===== src/pcs_regs.vh =====
// Register offsets, field positions and reset values of the cam supervisor
`ifndef PCS_REGS_VH
`define PCS_REGS_VH
`define PCS_OFF_CTRL        8'h00
`define PCS_OFF_STATUS      8'h04
`define PCS_OFF_IRQ_STS     8'h08
`define PCS_OFF_IRQ_EN      8'h0C
`define PCS_OFF_IRQ_CLR     8'h10
`define PCS_OFF_JITTER      8'h14
`define PCS_OFF_STILL_CYC   8'h18
`define PCS_OFF_MOVE_CYC    8'h1C
`define PCS_OFF_START_CYC   8'h20
`define PCS_OFF_MIN_DELTA   8'h24
`define PCS_OFF_FULL_TURN   8'h28
`define PCS_OFF_LIM_BASE    8'h2C
`define PCS_OFF_TOP_OVR     8'h48
`define PCS_OFF_STOP_OVR    8'h4C
`define PCS_LIM_COUNT       7
`define PCS_LIM_TOP_LOW1    3'h0
`define PCS_LIM_TOP_HIGH1   3'h1
`define PCS_LIM_TOP_LOW2    3'h2
`define PCS_LIM_TOP_HIGH2   3'h3
`define PCS_LIM_BOT_LOW     3'h4
`define PCS_LIM_BOT_HIGH    3'h5
`define PCS_LIM_LATEST      3'h6
`define PCS_CTRL_PENDULUM   0
`define PCS_CTRL_EXCENTRIC  1
`define PCS_ST_OK           0
`define PCS_ST_TOP          1
`define PCS_ST_BOTTOM       2
`define PCS_ST_UPWARD       3
`define PCS_ST_STILL        4
`define PCS_ST_FORWARD      5
`define PCS_ST_REVERSE      6
`define PCS_ST_MOTION       7
`define PCS_IRQ_TIMEOUT     0
`define PCS_IRQ_MOTION      1
`define PCS_IRQ_STILL       2
`define PCS_IRQ_REVERSE     3
`define PCS_IRQ_FAULT       4
`define PCS_IRQ_BITS        5
`define PCS_RST_CTRL        2'h2
`define PCS_RST_JITTER      16'h0004
`define PCS_RST_STILL_CYC   16'h0064
`define PCS_RST_MOVE_CYC    16'h0064
`define PCS_RST_START_CYC   16'h03E8
`define PCS_RST_MIN_DELTA   16'h0008
`define PCS_RST_FULL_TURN   16'hFFFF
`define PCS_RST_LIM         16'h0000
`endif


===== src/pcs_press_cam_supervisor.v =====
// Press crank cam supervisor with AHB-Lite register slave
`timescale 1ns/1ps
`include "pcs_regs.vh"
module pcs_press_cam_supervisor #(
  parameter W = 16
) (
  input  wire          clock,
  input  wire          rst,
  input  wire          hsel,
  input  wire [31:0]   haddr,
  input  wire [1:0]    htrans,
  input  wire          hwrite,
  input  wire [2:0]    hsize,
  input  wire [31:0]   hwdata,
  input  wire          hready,
  output reg  [31:0]   hrdata,
  output reg           hreadyout,
  output reg           hresp,
  input  wire [W-1:0]  position,
  input  wire          pressRunRequest,
  input  wire          camResetIn,
  input  wire          setupMode,
  input  wire          reversePermission,
  input  wire          upwardCamInput,
  input  wire          overrunCamInput,
  output reg           monitorOk,
  output reg           topDeadCentreFlag,
  output reg           bottomDeadCentreFlag,
  output reg           upwardStrokeFlag,
  output reg           forwardMotionFlag,
  output reg           reverseMotionFlag,
  output reg           standstillFlag,
  output reg  [W-1:0]  topOverrunDistance,
  output reg  [W-1:0]  stopOverrunDistance,
  output reg           irq
);

  // Wrap-aware window test
  function inWin;
    input [W-1:0] p;
    input [W-1:0] lo;
    input [W-1:0] hi;
    begin
      if (lo <= hi)
        inWin = (p >= lo) && (p <= hi);
      else
        inWin = (p >= lo) || (p <= hi);
    end
  endfunction

  // Shortest way round: bit W is the counter-clockwise sign
  function [W:0] turnDelta;
    input [W-1:0] now;
    input [W-1:0] base;
    input [W-1:0] full;
    reg   [W:0]   span;
    reg   [W:0]   fwd;
    begin
      span = {1'b0, full} + {{W{1'b0}}, 1'b1};
      if (now >= base)
        fwd = {1'b0, now} - {1'b0, base};
      else
        fwd = {1'b0, now} + span - {1'b0, base};
      if ((fwd << 1) <= span)
        turnDelta = {1'b0, fwd[W-1:0]};
      else
        turnDelta = {1'b1, span[W-1:0] - fwd[W-1:0]};
    end
  endfunction

  // Errors never signalled; held in a flop so every output is registered
  always @(posedge clock or posedge rst) begin
    if (rst)
      hresp <= 1'b0;
    else
      hresp <= 1'b0;
  end

  // Pin synchronisers; multi-bit position assumed quasi-static per frame
  reg [W-1:0] posMeta_q, pos_q;
  reg [5:0]   pinMeta_q, pin_q;
  always @(posedge clock or posedge rst) begin
    if (rst) begin
      posMeta_q <= {W{1'b0}};
      pos_q     <= {W{1'b0}};
      pinMeta_q <= 6'h00;
      pin_q     <= 6'h00;
    end else begin
      posMeta_q <= position;
      pos_q     <= posMeta_q;
      pinMeta_q <= {overrunCamInput, upwardCamInput, reversePermission,
                    setupMode, camResetIn, pressRunRequest};
      pin_q     <= pinMeta_q;
    end
  end
  wire runReq  = pin_q[0];
  wire camRst  = pin_q[1];
  wire setupIn = pin_q[2];

  reg run_q, camRst_q;
  always @(posedge clock or posedge rst) begin
    if (rst) begin
      run_q    <= 1'b0;
      camRst_q <= 1'b0;
    end else begin
      run_q    <= runReq;
      camRst_q <= camRst;
    end
  end
  wire runRise = runReq & ~run_q;
  wire runFall = ~runReq & run_q;
  wire rstFall = ~camRst & camRst_q;

  // Register file
  reg [1:0]   ctrl_q;
  reg [W-1:0] jitter_q, stillCyc_q, moveCyc_q, startCyc_q;
  reg [W-1:0] minDelta_q, fullTurn_q;
  reg [W-1:0] stage_q [0:`PCS_LIM_COUNT-1];
  reg [W-1:0] lim_q   [0:`PCS_LIM_COUNT-1];
  reg [`PCS_IRQ_BITS-1:0] irqSts_q, irqEn_q;

  wire pendulum  = ctrl_q[`PCS_CTRL_PENDULUM];
  wire excentric = ctrl_q[`PCS_CTRL_EXCENTRIC] & ~pendulum;

  // Bus address and data phase tracking
  reg        wrPend_q, rdPend_q;
  reg [7:0]  addr_q;
  wire       accept = hsel & htrans[1] & hready;
  wire       wrEn   = wrPend_q;
  wire [7:0] limOff = addr_q - `PCS_OFF_LIM_BASE;
  wire       limHit = (addr_q >= `PCS_OFF_LIM_BASE) &&
                      (addr_q < `PCS_OFF_TOP_OVR);
  wire [2:0] limIdx = limOff[4:2];

  reg [`PCS_IRQ_BITS-1:0] irqEvt;
  reg [`PCS_IRQ_BITS-1:0] irqClr;
  integer i;
  integer j;

  always @(posedge clock or posedge rst) begin
    if (rst) begin
      wrPend_q  <= 1'b0;
      rdPend_q  <= 1'b0;
      addr_q    <= 8'h00;
      hreadyout <= 1'b1;
    end else begin
      wrPend_q <= accept & hwrite;
      rdPend_q <= accept & ~hwrite;
      if (accept)
        addr_q <= haddr[7:0];
      // Reads take one wait state so a write just before is visible
      hreadyout <= ~(accept & ~hwrite);
    end
  end

  always @(posedge clock or posedge rst) begin
    if (rst) begin
      ctrl_q     <= `PCS_RST_CTRL;
      jitter_q   <= `PCS_RST_JITTER;
      stillCyc_q <= `PCS_RST_STILL_CYC;
      moveCyc_q  <= `PCS_RST_MOVE_CYC;
      startCyc_q <= `PCS_RST_START_CYC;
      minDelta_q <= `PCS_RST_MIN_DELTA;
      fullTurn_q <= `PCS_RST_FULL_TURN;
      irqEn_q    <= {`PCS_IRQ_BITS{1'b0}};
      for (j = 0; j < `PCS_LIM_COUNT; j = j + 1)
        stage_q[j] <= `PCS_RST_LIM;
    end else if (wrEn) begin
      case (addr_q)
        `PCS_OFF_CTRL:      ctrl_q     <= hwdata[1:0];
        `PCS_OFF_IRQ_EN:    irqEn_q    <= hwdata[`PCS_IRQ_BITS-1:0];
        `PCS_OFF_JITTER:    jitter_q   <= hwdata[W-1:0];
        `PCS_OFF_STILL_CYC: stillCyc_q <= hwdata[W-1:0];
        `PCS_OFF_MOVE_CYC:  moveCyc_q  <= hwdata[W-1:0];
        `PCS_OFF_START_CYC: startCyc_q <= hwdata[W-1:0];
        `PCS_OFF_MIN_DELTA: minDelta_q <= hwdata[W-1:0];
        `PCS_OFF_FULL_TURN: fullTurn_q <= hwdata[W-1:0];
        default: begin
          if (limHit)
            stage_q[limIdx] <= hwdata[W-1:0];
        end
      endcase
    end
  end

  // Setup mode: staged limits become the working set of the mode
  always @(posedge clock or posedge rst) begin
    if (rst) begin
      for (i = 0; i < `PCS_LIM_COUNT; i = i + 1)
        lim_q[i] <= `PCS_RST_LIM;
    end else if (setupIn) begin
      for (i = 0; i < `PCS_LIM_COUNT; i = i + 1) begin
        if (excentric && (i != `PCS_LIM_TOP_LOW2) &&
            (i != `PCS_LIM_TOP_HIGH2))
          lim_q[i] <= stage_q[i];
        if (pendulum && (i != `PCS_LIM_LATEST))
          lim_q[i] <= stage_q[i];
      end
    end
  end

  wire [W-1:0] topLow1  = lim_q[`PCS_LIM_TOP_LOW1];
  wire [W-1:0] topHigh1 = lim_q[`PCS_LIM_TOP_HIGH1];
  wire [W-1:0] topLow2  = lim_q[`PCS_LIM_TOP_LOW2];
  wire [W-1:0] topHigh2 = lim_q[`PCS_LIM_TOP_HIGH2];
  wire [W-1:0] botLow   = lim_q[`PCS_LIM_BOT_LOW];
  wire [W-1:0] botHigh  = lim_q[`PCS_LIM_BOT_HIGH];
  wire [W-1:0] latest   = lim_q[`PCS_LIM_LATEST];

  // Standstill and direction over one standstill window
  reg [W-1:0] stillCnt_q, stillRef_q;
  wire [W:0]  stillDelta = turnDelta(pos_q, stillRef_q, fullTurn_q);
  wire        stillEnd   = (stillCnt_q == {W{1'b0}});
  wire        bigStep    = stillDelta[W-1:0] > jitter_q;

  always @(posedge clock or posedge rst) begin
    if (rst) begin
      stillCnt_q        <= {W{1'b0}};
      stillRef_q        <= {W{1'b0}};
      standstillFlag    <= 1'b0;
      forwardMotionFlag <= 1'b0;
      reverseMotionFlag <= 1'b0;
    end else if (stillEnd) begin
      stillCnt_q        <= stillCyc_q - {{W-1{1'b0}}, 1'b1};
      stillRef_q        <= pos_q;
      standstillFlag    <= ~bigStep;
      forwardMotionFlag <= bigStep & ~stillDelta[W];
      reverseMotionFlag <= bigStep & stillDelta[W];
    end else begin
      stillCnt_q <= stillCnt_q - {{W-1{1'b0}}, 1'b1};
    end
  end

  // Motion detection and start timer, only while run is requested
  reg [W-1:0] moveCnt_q, moveRef_q, startCnt_q;
  reg         motion_q, timing_q;
  wire [W:0]  moveDelta = turnDelta(pos_q, moveRef_q, fullTurn_q);
  wire        moveEnd   = (moveCnt_q == {W{1'b0}});
  wire        moveHit   = moveEnd && (moveDelta[W-1:0] > minDelta_q);
  wire        timeout   = timing_q && runReq && !motion_q &&
                          (startCnt_q == {W{1'b0}});

  always @(posedge clock or posedge rst) begin
    if (rst) begin
      moveCnt_q  <= {W{1'b0}};
      moveRef_q  <= {W{1'b0}};
      motion_q   <= 1'b0;
      startCnt_q <= {W{1'b0}};
      timing_q   <= 1'b0;
    end else begin
      if (!runReq || runRise || moveEnd) begin
        moveCnt_q <= moveCyc_q - {{W-1{1'b0}}, 1'b1};
        moveRef_q <= pos_q;
      end else begin
        moveCnt_q <= moveCnt_q - {{W-1{1'b0}}, 1'b1};
      end
      if (!runReq || runRise)
        motion_q <= 1'b0;
      else if (moveHit)
        motion_q <= 1'b1;
      if (runRise) begin
        startCnt_q <= startCyc_q;
        timing_q   <= 1'b1;
      end else if (!runReq || timeout || motion_q) begin
        timing_q <= 1'b0;
      end else if (startCnt_q != {W{1'b0}}) begin
        startCnt_q <= startCnt_q - {{W-1{1'b0}}, 1'b1};
      end
    end
  end

  // Overrun beyond latest stop while coasting in excentric mode
  wire overStop = excentric && !runReq && !standstillFlag &&
                  inWin(pos_q, latest, botLow);
  wire posBad   = ({1'b0, pos_q} > {1'b0, fullTurn_q});
  wire fault    = timeout | overStop | posBad;

  // Window flags, distances and monitor state
  reg [W-1:0] stopLatch_q;
  reg         armed_q;
  wire topHit = inWin(pos_q, topLow1, topHigh1) ||
                (pendulum && inWin(pos_q, topLow2, topHigh2));

  always @(posedge clock or posedge rst) begin
    if (rst) begin
      topDeadCentreFlag    <= 1'b0;
      bottomDeadCentreFlag <= 1'b0;
      upwardStrokeFlag     <= 1'b0;
      topOverrunDistance   <= {W{1'b0}};
      stopOverrunDistance  <= {W{1'b0}};
      stopLatch_q          <= {W{1'b0}};
      armed_q              <= 1'b0;
      monitorOk            <= 1'b0;
    end else begin
      topDeadCentreFlag    <= topHit;
      bottomDeadCentreFlag <= inWin(pos_q, botLow, botHigh);
      upwardStrokeFlag     <= (pos_q >= botHigh);
      topOverrunDistance   <= topLow1 - pos_q;
      if (runFall)
        stopLatch_q <= pos_q;
      stopOverrunDistance  <= (runFall ? pos_q : stopLatch_q) - pos_q;
      // A fresh reset fall rearms; a fault in the same cycle still wins
      if (fault)
        armed_q <= 1'b0;
      else if (rstFall)
        armed_q <= 1'b1;
      monitorOk <= armed_q & ~fault;
    end
  end

  // Interrupt status: set wins over a simultaneous clear
  always @* begin
    irqEvt = {`PCS_IRQ_BITS{1'b0}};
    irqEvt[`PCS_IRQ_TIMEOUT] = timeout;
    irqEvt[`PCS_IRQ_MOTION]  = moveHit & runReq;
    irqEvt[`PCS_IRQ_STILL]   = stillEnd & ~bigStep & ~standstillFlag;
    irqEvt[`PCS_IRQ_REVERSE] = stillEnd & bigStep & stillDelta[W];
    irqEvt[`PCS_IRQ_FAULT]   = fault & armed_q;
    irqClr = {`PCS_IRQ_BITS{1'b0}};
    if (wrEn && (addr_q == `PCS_OFF_IRQ_CLR))
      irqClr = hwdata[`PCS_IRQ_BITS-1:0];
  end

  always @(posedge clock or posedge rst) begin
    if (rst) begin
      irqSts_q <= {`PCS_IRQ_BITS{1'b0}};
      irq      <= 1'b0;
    end else begin
      irqSts_q <= (irqSts_q & ~irqClr) | irqEvt;
      irq      <= |(((irqSts_q & ~irqClr) | irqEvt) & irqEn_q);
    end
  end

  // Read data, registered in the wait state
  wire [7:0] status = {motion_q, reverseMotionFlag, forwardMotionFlag,
                       standstillFlag, upwardStrokeFlag,
                       bottomDeadCentreFlag, topDeadCentreFlag, monitorOk};
  always @(posedge clock or posedge rst) begin
    if (rst) begin
      hrdata <= 32'h00000000;
    end else if (rdPend_q) begin
      hrdata <= 32'h00000000;
      case (addr_q)
        `PCS_OFF_CTRL:      hrdata[1:0] <= ctrl_q;
        `PCS_OFF_STATUS:    hrdata[7:0] <= status;
        `PCS_OFF_IRQ_STS:   hrdata[`PCS_IRQ_BITS-1:0] <= irqSts_q;
        `PCS_OFF_IRQ_EN:    hrdata[`PCS_IRQ_BITS-1:0] <= irqEn_q;
        `PCS_OFF_JITTER:    hrdata[W-1:0] <= jitter_q;
        `PCS_OFF_STILL_CYC: hrdata[W-1:0] <= stillCyc_q;
        `PCS_OFF_MOVE_CYC:  hrdata[W-1:0] <= moveCyc_q;
        `PCS_OFF_START_CYC: hrdata[W-1:0] <= startCyc_q;
        `PCS_OFF_MIN_DELTA: hrdata[W-1:0] <= minDelta_q;
        `PCS_OFF_FULL_TURN: hrdata[W-1:0] <= fullTurn_q;
        `PCS_OFF_TOP_OVR:   hrdata[W-1:0] <= topOverrunDistance;
        `PCS_OFF_STOP_OVR:  hrdata[W-1:0] <= stopOverrunDistance;
        default: begin
          if (limHit)
            hrdata[W-1:0] <= stage_q[limIdx];
        end
      endcase
    end
  end

endmodule


===== config.mk =====
export PLATFORM = sky130hd
export DESIGN_NAME = pcs_press_cam_supervisor
export DESIGN_NICKNAME = d
export VERILOG_FILES = /design/src/pcs_press_cam_supervisor.v
export VERILOG_INCLUDE_DIRS = /design/src /design/src/src
export SDC_FILE = /design/constraint.sdc
export NUM_CORES = 2
export LEC_CHECK = 0
export ABC_AREA = 1
export BUFFER_PORTS_ARGS = -buffer_cell sky130_fd_sc_hd__buf_2
export CORE_MARGIN = 8
export CORE_UTILIZATION = 55
export CTS_CLUSTER_SIZE = 8
export DETAILED_ROUTE_END_ITERATION = 12
export PLACE_DENSITY = 0.73
export SETUP_SLACK_MARGIN = 0.15
export SYNTH_ARGS = -nofsm -noshare
export SYNTH_HDL_FRONTEND = slang
export SYNTH_SLANG_ARGS = --single-unit
export TNS_END_PERCENT = 20

===== constraint.sdc =====
create_clock -name clock -period 34.6 [get_ports clock]
set_input_delay 1.73 -clock clock [delete_from_list [all_inputs] [get_ports clock]]
set_output_delay 1.73 -clock clock [all_outputs]
set_load 0.005 [all_outputs]

## Word level (Yosys, flattened, before mapping)

Index checks and enable logic that the tools add are counted.

| word-level totals | value |
|---|---|
| register bits after elaboration | 538 |
| latch bits | 0 |
| bits in writable memories | 0 |
| bits in read-only memories | 0 |
| bits of input ports | 96 |
| logic and storage cells | 235 |
| memories kept | 0 |

| operators by class | value |
|---|---|
| add/sub/neg operators | 16 |
| multiply operators | 0 |
| divide/modulo/power cells | 0 |
| order comparisons | 24 |
| equal/unequal tests | 13 |
| shift operators | 0 |
| muxes and demuxes | 40 |
| bitwise operators | 35 |
| reductions and logical operators | 54 |

Operators by type and width:

| cell | number |
|---|---|
| $mux W16 | 21 |
| $le A16 B16 Y1 | 8 |
| $sub A16 B16 Y16 | 8 |
| $bwmux W112 | 1 |
| $ge A16 B16 Y1 | 7 |
| $sub A16 B1 Y16 const B | 5 |
| $pmux W8 S9 | 1 |
| $bmux W16 S3 | 1 |
| $demux W16 S3 | 1 |
| $gt A16 B16 Y1 | 3 |
| $logic_not A16 Y1 | 3 |
| $pmux W3 S12 | 1 |
| $le A17 B17 Y1 | 2 |
| $eq A8 B5 Y1 const B | 4 |
| $pmux W3 S10 | 1 |
| $eq A8 B6 Y1 const B | 3 |
| $pmux W2 S12 | 1 |
| $reduce_and A2 Y1 | 12 |
| $add A16 B1 Y17 const B | 1 |
| $and A1 B1 Y1 | 17 |
| $mux W17 | 1 |
| $add A16 B16 Y16 | 1 |
| $eq A8 B4 Y1 const B | 2 |
| $eq A8 B7 Y1 const B | 2 |
| 26 further kinds | 75 |

## Logic depth before layout (Yosys ltp)

| depth | value |
|---|---|
| word-level depth | 13 |
| depth in mapped cells | 53 |
| depth with buffers taken out | 53 |

## Worst setup path after synthesis

OpenSTA, ideal clock, no wires.

| path | value |
|---|---|
| path kind | register to register |
| from | reg fullTurn_q[0] |
| to | reg irq |
| setup time | 0.117 ns |
| data arrival time | 6.547 ns |
| required time | 34.483 ns |
| setup slack | 27.935 ns |
| stages on the path, launching flop included | 44 |
| buffers on the path | 1 |
| clock period less this slack | 6.665 ns |
| cell sequence | dfstp_2 -> ha_1 -> nand2_1 -> nor2_1 -> xor2_1 -> inv_1 -> ha_1 -> nand2_1 -> nor4_1 -> nor2_1 -> o21ai_0 -> a21boi_0 -> o21ai_0 -> xnor2_1 -> inv_1 -> ha_1 -> inv_1 -> nor3_1 -> [8 not listed] -> nor2_1 -> nand3_1 -> nand3_1 -> nand2_1 -> clkinv_1 -> clkbuf_1 -> nand2_1 -> o21ai_0 -> ha_1 -> inv_1 -> nor4_1 -> nand3_1 -> nand3_1 -> nor2_1 -> nor2_1 -> nor2_1 -> nor2_1 -> nand2_1 |

| on the way | value |
|---|---|
| word-level cells in the longest chain between the ends | 13 |

RTL lines:

| what | RTL line | text |
|---|---|---|
| start, declared | pcs_press_cam_supervisor.v:117 | `reg [W-1:0] minDelta_q, fullTurn_q;` |
| start signal, assigned | pcs_press_cam_supervisor.v:164 | `` fullTurn_q <= `PCS_RST_FULL_TURN; `` |
| start signal, assigned | pcs_press_cam_supervisor.v:177 | `` `PCS_OFF_FULL_TURN: fullTurn_q <= hwdata[W-1:0]; `` |
| $add A16 B1 Y17 | pcs_press_cam_supervisor.v:59 | `span = {1'b0, full} + {{W{1'b0}}, 1'b1};` |
| $add A16 B16 Y16 | pcs_press_cam_supervisor.v:63 | `fwd = {1'b0, now} + span - {1'b0, base};` |
| $sub A16 B16 Y16 | pcs_press_cam_supervisor.v:63 |  |
| $mux W16 | pcs_press_cam_supervisor.v:60 | `if (now >= base)` |
| $sub A16 B16 Y16 / $le A17 B17 Y1 (equally long branches) | pcs_press_cam_supervisor.v:67, pcs_press_cam_supervisor.v:64 |  |
| $mux W17 | pcs_press_cam_supervisor.v:64 | `if ((fwd << 1) <= span)` |
| $gt A16 B16 Y1 | pcs_press_cam_supervisor.v:214 | `wire bigStep = stillDelta[W-1:0] > jitter_q;` |
| $not A1 Y1 | pcs_press_cam_supervisor.v:316 | `` irqEvt[`PCS_IRQ_STILL] = stillEnd & ~bigStep & ~standstillFlag; `` |
| $and A1 B1 Y1 (2 in series) | pcs_press_cam_supervisor.v:316 |  |
| $or A5 B5 Y5 (*) | pcs_press_cam_supervisor.v:330 | `irq <= \|(((irqSts_q & ~irqClr) \| irqEvt) & irqEn_q);` |
| $and A5 B5 Y5 (*) | pcs_press_cam_supervisor.v:330 |  |
| $reduce_or A5 Y1 (*) | pcs_press_cam_supervisor.v:330 |  |
| end signal, assigned | pcs_press_cam_supervisor.v:330 |  |
| end, declared | pcs_press_cam_supervisor.v:35 | `output reg irq` |

Every way passes the cells marked *; elsewhere a longest branch is shown, timed or not.
A chain may end at the register's enable or synchronous reset.

## Worst setup path in the final report

Ends and elaborated chain as after synthesis.

==> flow_summary.yaml <==
pwr:
  leakagePower_nw: 20.6
  p_sw_mw: 0.831
  combinationalPowerShare_pct: 34.0
  p_per_area_nw_per_um2: 55.9
  power_frac_seq_pct: 33.8
  p_sw_share_pct: 38.2
  intPower_mw: 1.35
  ir_drop_v: 0.0000518
  p_clk_share_pct: 32.2
die:
  rows: 93
  die_x_um: 270
  dieArea_um2: 73000
  ioPinCount: 170
  die_h_um: 270
  fp.coreArea_um2: 64200
  initial_core_util_pct: 55.3
finish:
  top_register: "stage_q"
  largest_reg_flops: 112
  nets: 5104
  antenna_cells: 0
  drive_gt1_share_pct: 7.06
  nFillCells: 5933
  area_growth_pct: 9.54
synthesis:
  syn_area_um2: 35500
  synth-main-ff-cell: "dfrtp_1"
  ys_types: 59
  synthArstFlopShare_pct: 100
  avgSynthCellArea_um2: 7.86
  yosysSeqAreaShare_pct: 38.0
  yosysWarnings: 0
  yosys_register_bits: 538
  syn_inst: 4524
  synth-edff-count: 0
timing:
  period_share_pct: 28.4
  finClkSkew_ps: 26.1
  finalHoldViolCount: 0
  period_minus_slack_ps: 9840
  final.setup.tns_ps: 0
  clock.fmax_mhz: 102
  fin_ws_ps: 24760
  fin_hold_ws_ps: 342
  rsz0062_at_grt: "no"
  report.final.slew_viol_count: 0
  relSlewSlack_pct: 25.6
  setup_viol: 0
  tightest_slew_ps: 1120
detailed_routing:
  drt-pass1-iter-count: 6
  wl_um: 116000
  via_per_inst: 5.78
  vias: 31787
  ant_nets: 0
  avgRoutedWirePerCell_um: 21.1
  route.detailed.drc: 0
  drt_iter0_drc: 3394
cts:
  clkTransAtPathRegs_ps: 50
  cts_sinks: 538
  h-tree-depth: 3
  insertion_delay_ps: 630
  cts_resized: 0
  postCtsSetupRepairBufs: 0
  clockBufferDepth: 3
  cts_made_buffers: 77
  postCtsHoldBufs: 0
  cts_tree: "built"
  cts_root_buf: "clkbuf_16"
setup_path:
  cp_slowest_cell: "clkinv_1"
  end_kind: "register"
  crit_path_frequent_cell: "nand2_1"
  max_stage_delay_ps: 730
  worstPathRequired_ps: 35080
  arrival_ps: 10320
  cp-start-kind: "register"
  crit_fanout: 26
  critical_path_class: "register to register"
global_route:
  grt_use_total_pct: 31.3
  first_global_vias: 30416
  grt_max_degree: 176
  grt_pass1_wl_um: 177000
  antenna_found_initial: 6
  gr-total-overflow: 0
job:
  drv_cap: 0
status:
  status: "finished clean"
placed_design:
  port_buffers: 105
  dp_hpwl_um: 86900
  gp_congestion: 0.971
  pre_cts_slack_ps: 25090
worst_hold_path:
  hold_class: "register to register"
## kinds of logic (layout without fill, tap and decap cells)
kind of cell	count (synthesis)	in the layout	synth area share [%]
other	1	17	0.0106
AO/OA/AOI/OAI	1071	1071	16.6
XOR/XNOR	155	155	3.82
buffers and inverters	727	835	8.18
AND/OR/NAND/NOR	1619	1619	18.8
multiplexers	13	13	0.387
flip-flops	538	538	38.0
adder cells (fa/ha/maj)	400	400	14.3
## power groups by stage
stage	sequential, mW	clock, mW	combinational [mW]
final	0.736	0.700	0.741
after global routing	0.738	0.734	0.835
after CTS	0.734	0.709	0.732
after detailed placement	0.744	0	0.727
after global placement	0.743	0	0.713
after floorplan	0.723	0	0.512
## Yosys cell counts, types with 9 or more instances
master        n  area (um^2)
nor4_1       14         87.6
buf_4        20          150
o22ai_1      44          275
xor2_1       97          850
a21o_1       20          150
fa_1          9          180
nand3b_1     14          105
o21ai_1     101          505
o21ai_2      20          175
a21oi_1     356         1780
a221oi_1     11         96.3
nand3_1     150          751
o31ai_1      10         75.1
inv_1       569         2140
o221ai_1     13          114
dfrtp_1     506        12700
buf_2        22          110
a21boi_0      9         67.6
o211ai_1     10         75.1
ha_1        391         4890
nand2_1    1026         3850
nor3_1       43          215
nand4_1      34          213
o21a_1        9         67.6
a211oi_1     10         75.1
o21ai_0     409         2050
xnor2_1      58          508
buf_6        10          113
nor2_1      303         1140
clkbuf_1     91          342
o2111ai_1    11         96.3
dfstp_2      32          841
a31oi_1      19          119
## area by class of cell
| cell class | count | area [um^2] | share of cell area, % |
|---|---|---|---|
| clock buffers | 112 | 2090 | 5.37 |
| clock inverters | 7 | 105 | 0.270 |
| inverters | 579 | 2180 | 5.60 |
| multi-input cells | 3275 | 19200 | 49.3 |
| flip-flops and latches | 538 | 13500 | 34.7 |
| well taps | 855 | 1070 | 2.75 |
| repair buffers | 137 | 778 | 2.00 |
## final timing paths
check | slack [ps] | end | startpoint | cells after the start
max | 24760 | irq$_DFF_PP0_ | fullTurn_q[0]$_DFFE_PP1P_ | 44
min | 340 | pos_q[1]$_DFF_PP0_ | posMeta_q[1]$_DFF_PP0_ | 0
max reg2reg | 24760 | irq$_DFF_PP0_ | fullTurn_q[0]$_DFFE_PP1P_ | 44
min reg2reg | 340 | pos_q[1]$_DFF_PP0_ | posMeta_q[1]$_DFF_PP0_ | 0
max in group asynchronous | 30030 | hrdata[0]$_DFFE_PP0P_ | rst | 5
min in group asynchronous | 1280 | posMeta_q[12]$_DFF_PP0_ | rst | 2
## placed cells by master (no fill, tap or decap), types with 10 or more instances in the layout
master and count:
nand2_1 1024, inv_1 568, dfrtp_1 505, o21ai_0 409, ha_1 391, a21oi_1 356
nor2_1 302, nand3_1 150, buf_2 105, o21ai_1 101, xor2_1 97, clkbuf_16 78
xnor2_1 58, o22ai_1 44, nor3_1 43, nand4_1 34, clkbuf_1 33, dfstp_2 32
buf_4 31, o21ai_2 20, a21o_1 20, a31oi_1 19, conb_1 17, nand3b_1 14
nor4_1 14, o221ai_1 13, a221oi_1 11, o2111ai_1 11, o211ai_1 10, a211oi_1 10
o31ai_1 10
## routing by layer
layer / part of all wire (%) / GRT usage [%] / up-vias
li1: - / - / 15172
met1: 41 / 40.7 / 14916
met4: 6.6 / 18.3 / 0
met5: 0 / 0 / -
met2: 45 / 49.1 / 1361
met3: 8.2 / 5.03 / 338
## through the flow
step           power (mW)  cells  utilization (%)  area, um^2
6_report             2.18   5503             60.6       38900
2_1_floorplan        1.24   4540                -       35600
4_1_cts              2.17   5503             60.6       38900
3_5_place_dp         1.47   5384             57.2       36700
5_1_grt              2.31   5503             60.6       38900
3_3_place_gp         1.46   5384             57.2       36700
## critical path: cells and delay by family, from the launching register on
family,cells,cell delay (ps)
XOR/XNOR,3,650
buffers and inverters,5,1160
flip-flops,1,690
AND/OR/NAND/NOR,26,4550
AO/OA/AOI/OAI,5,1070
adder cells (fa/ha/maj),5,1550
No activity file was read; power rests on OpenSTA's default activity.
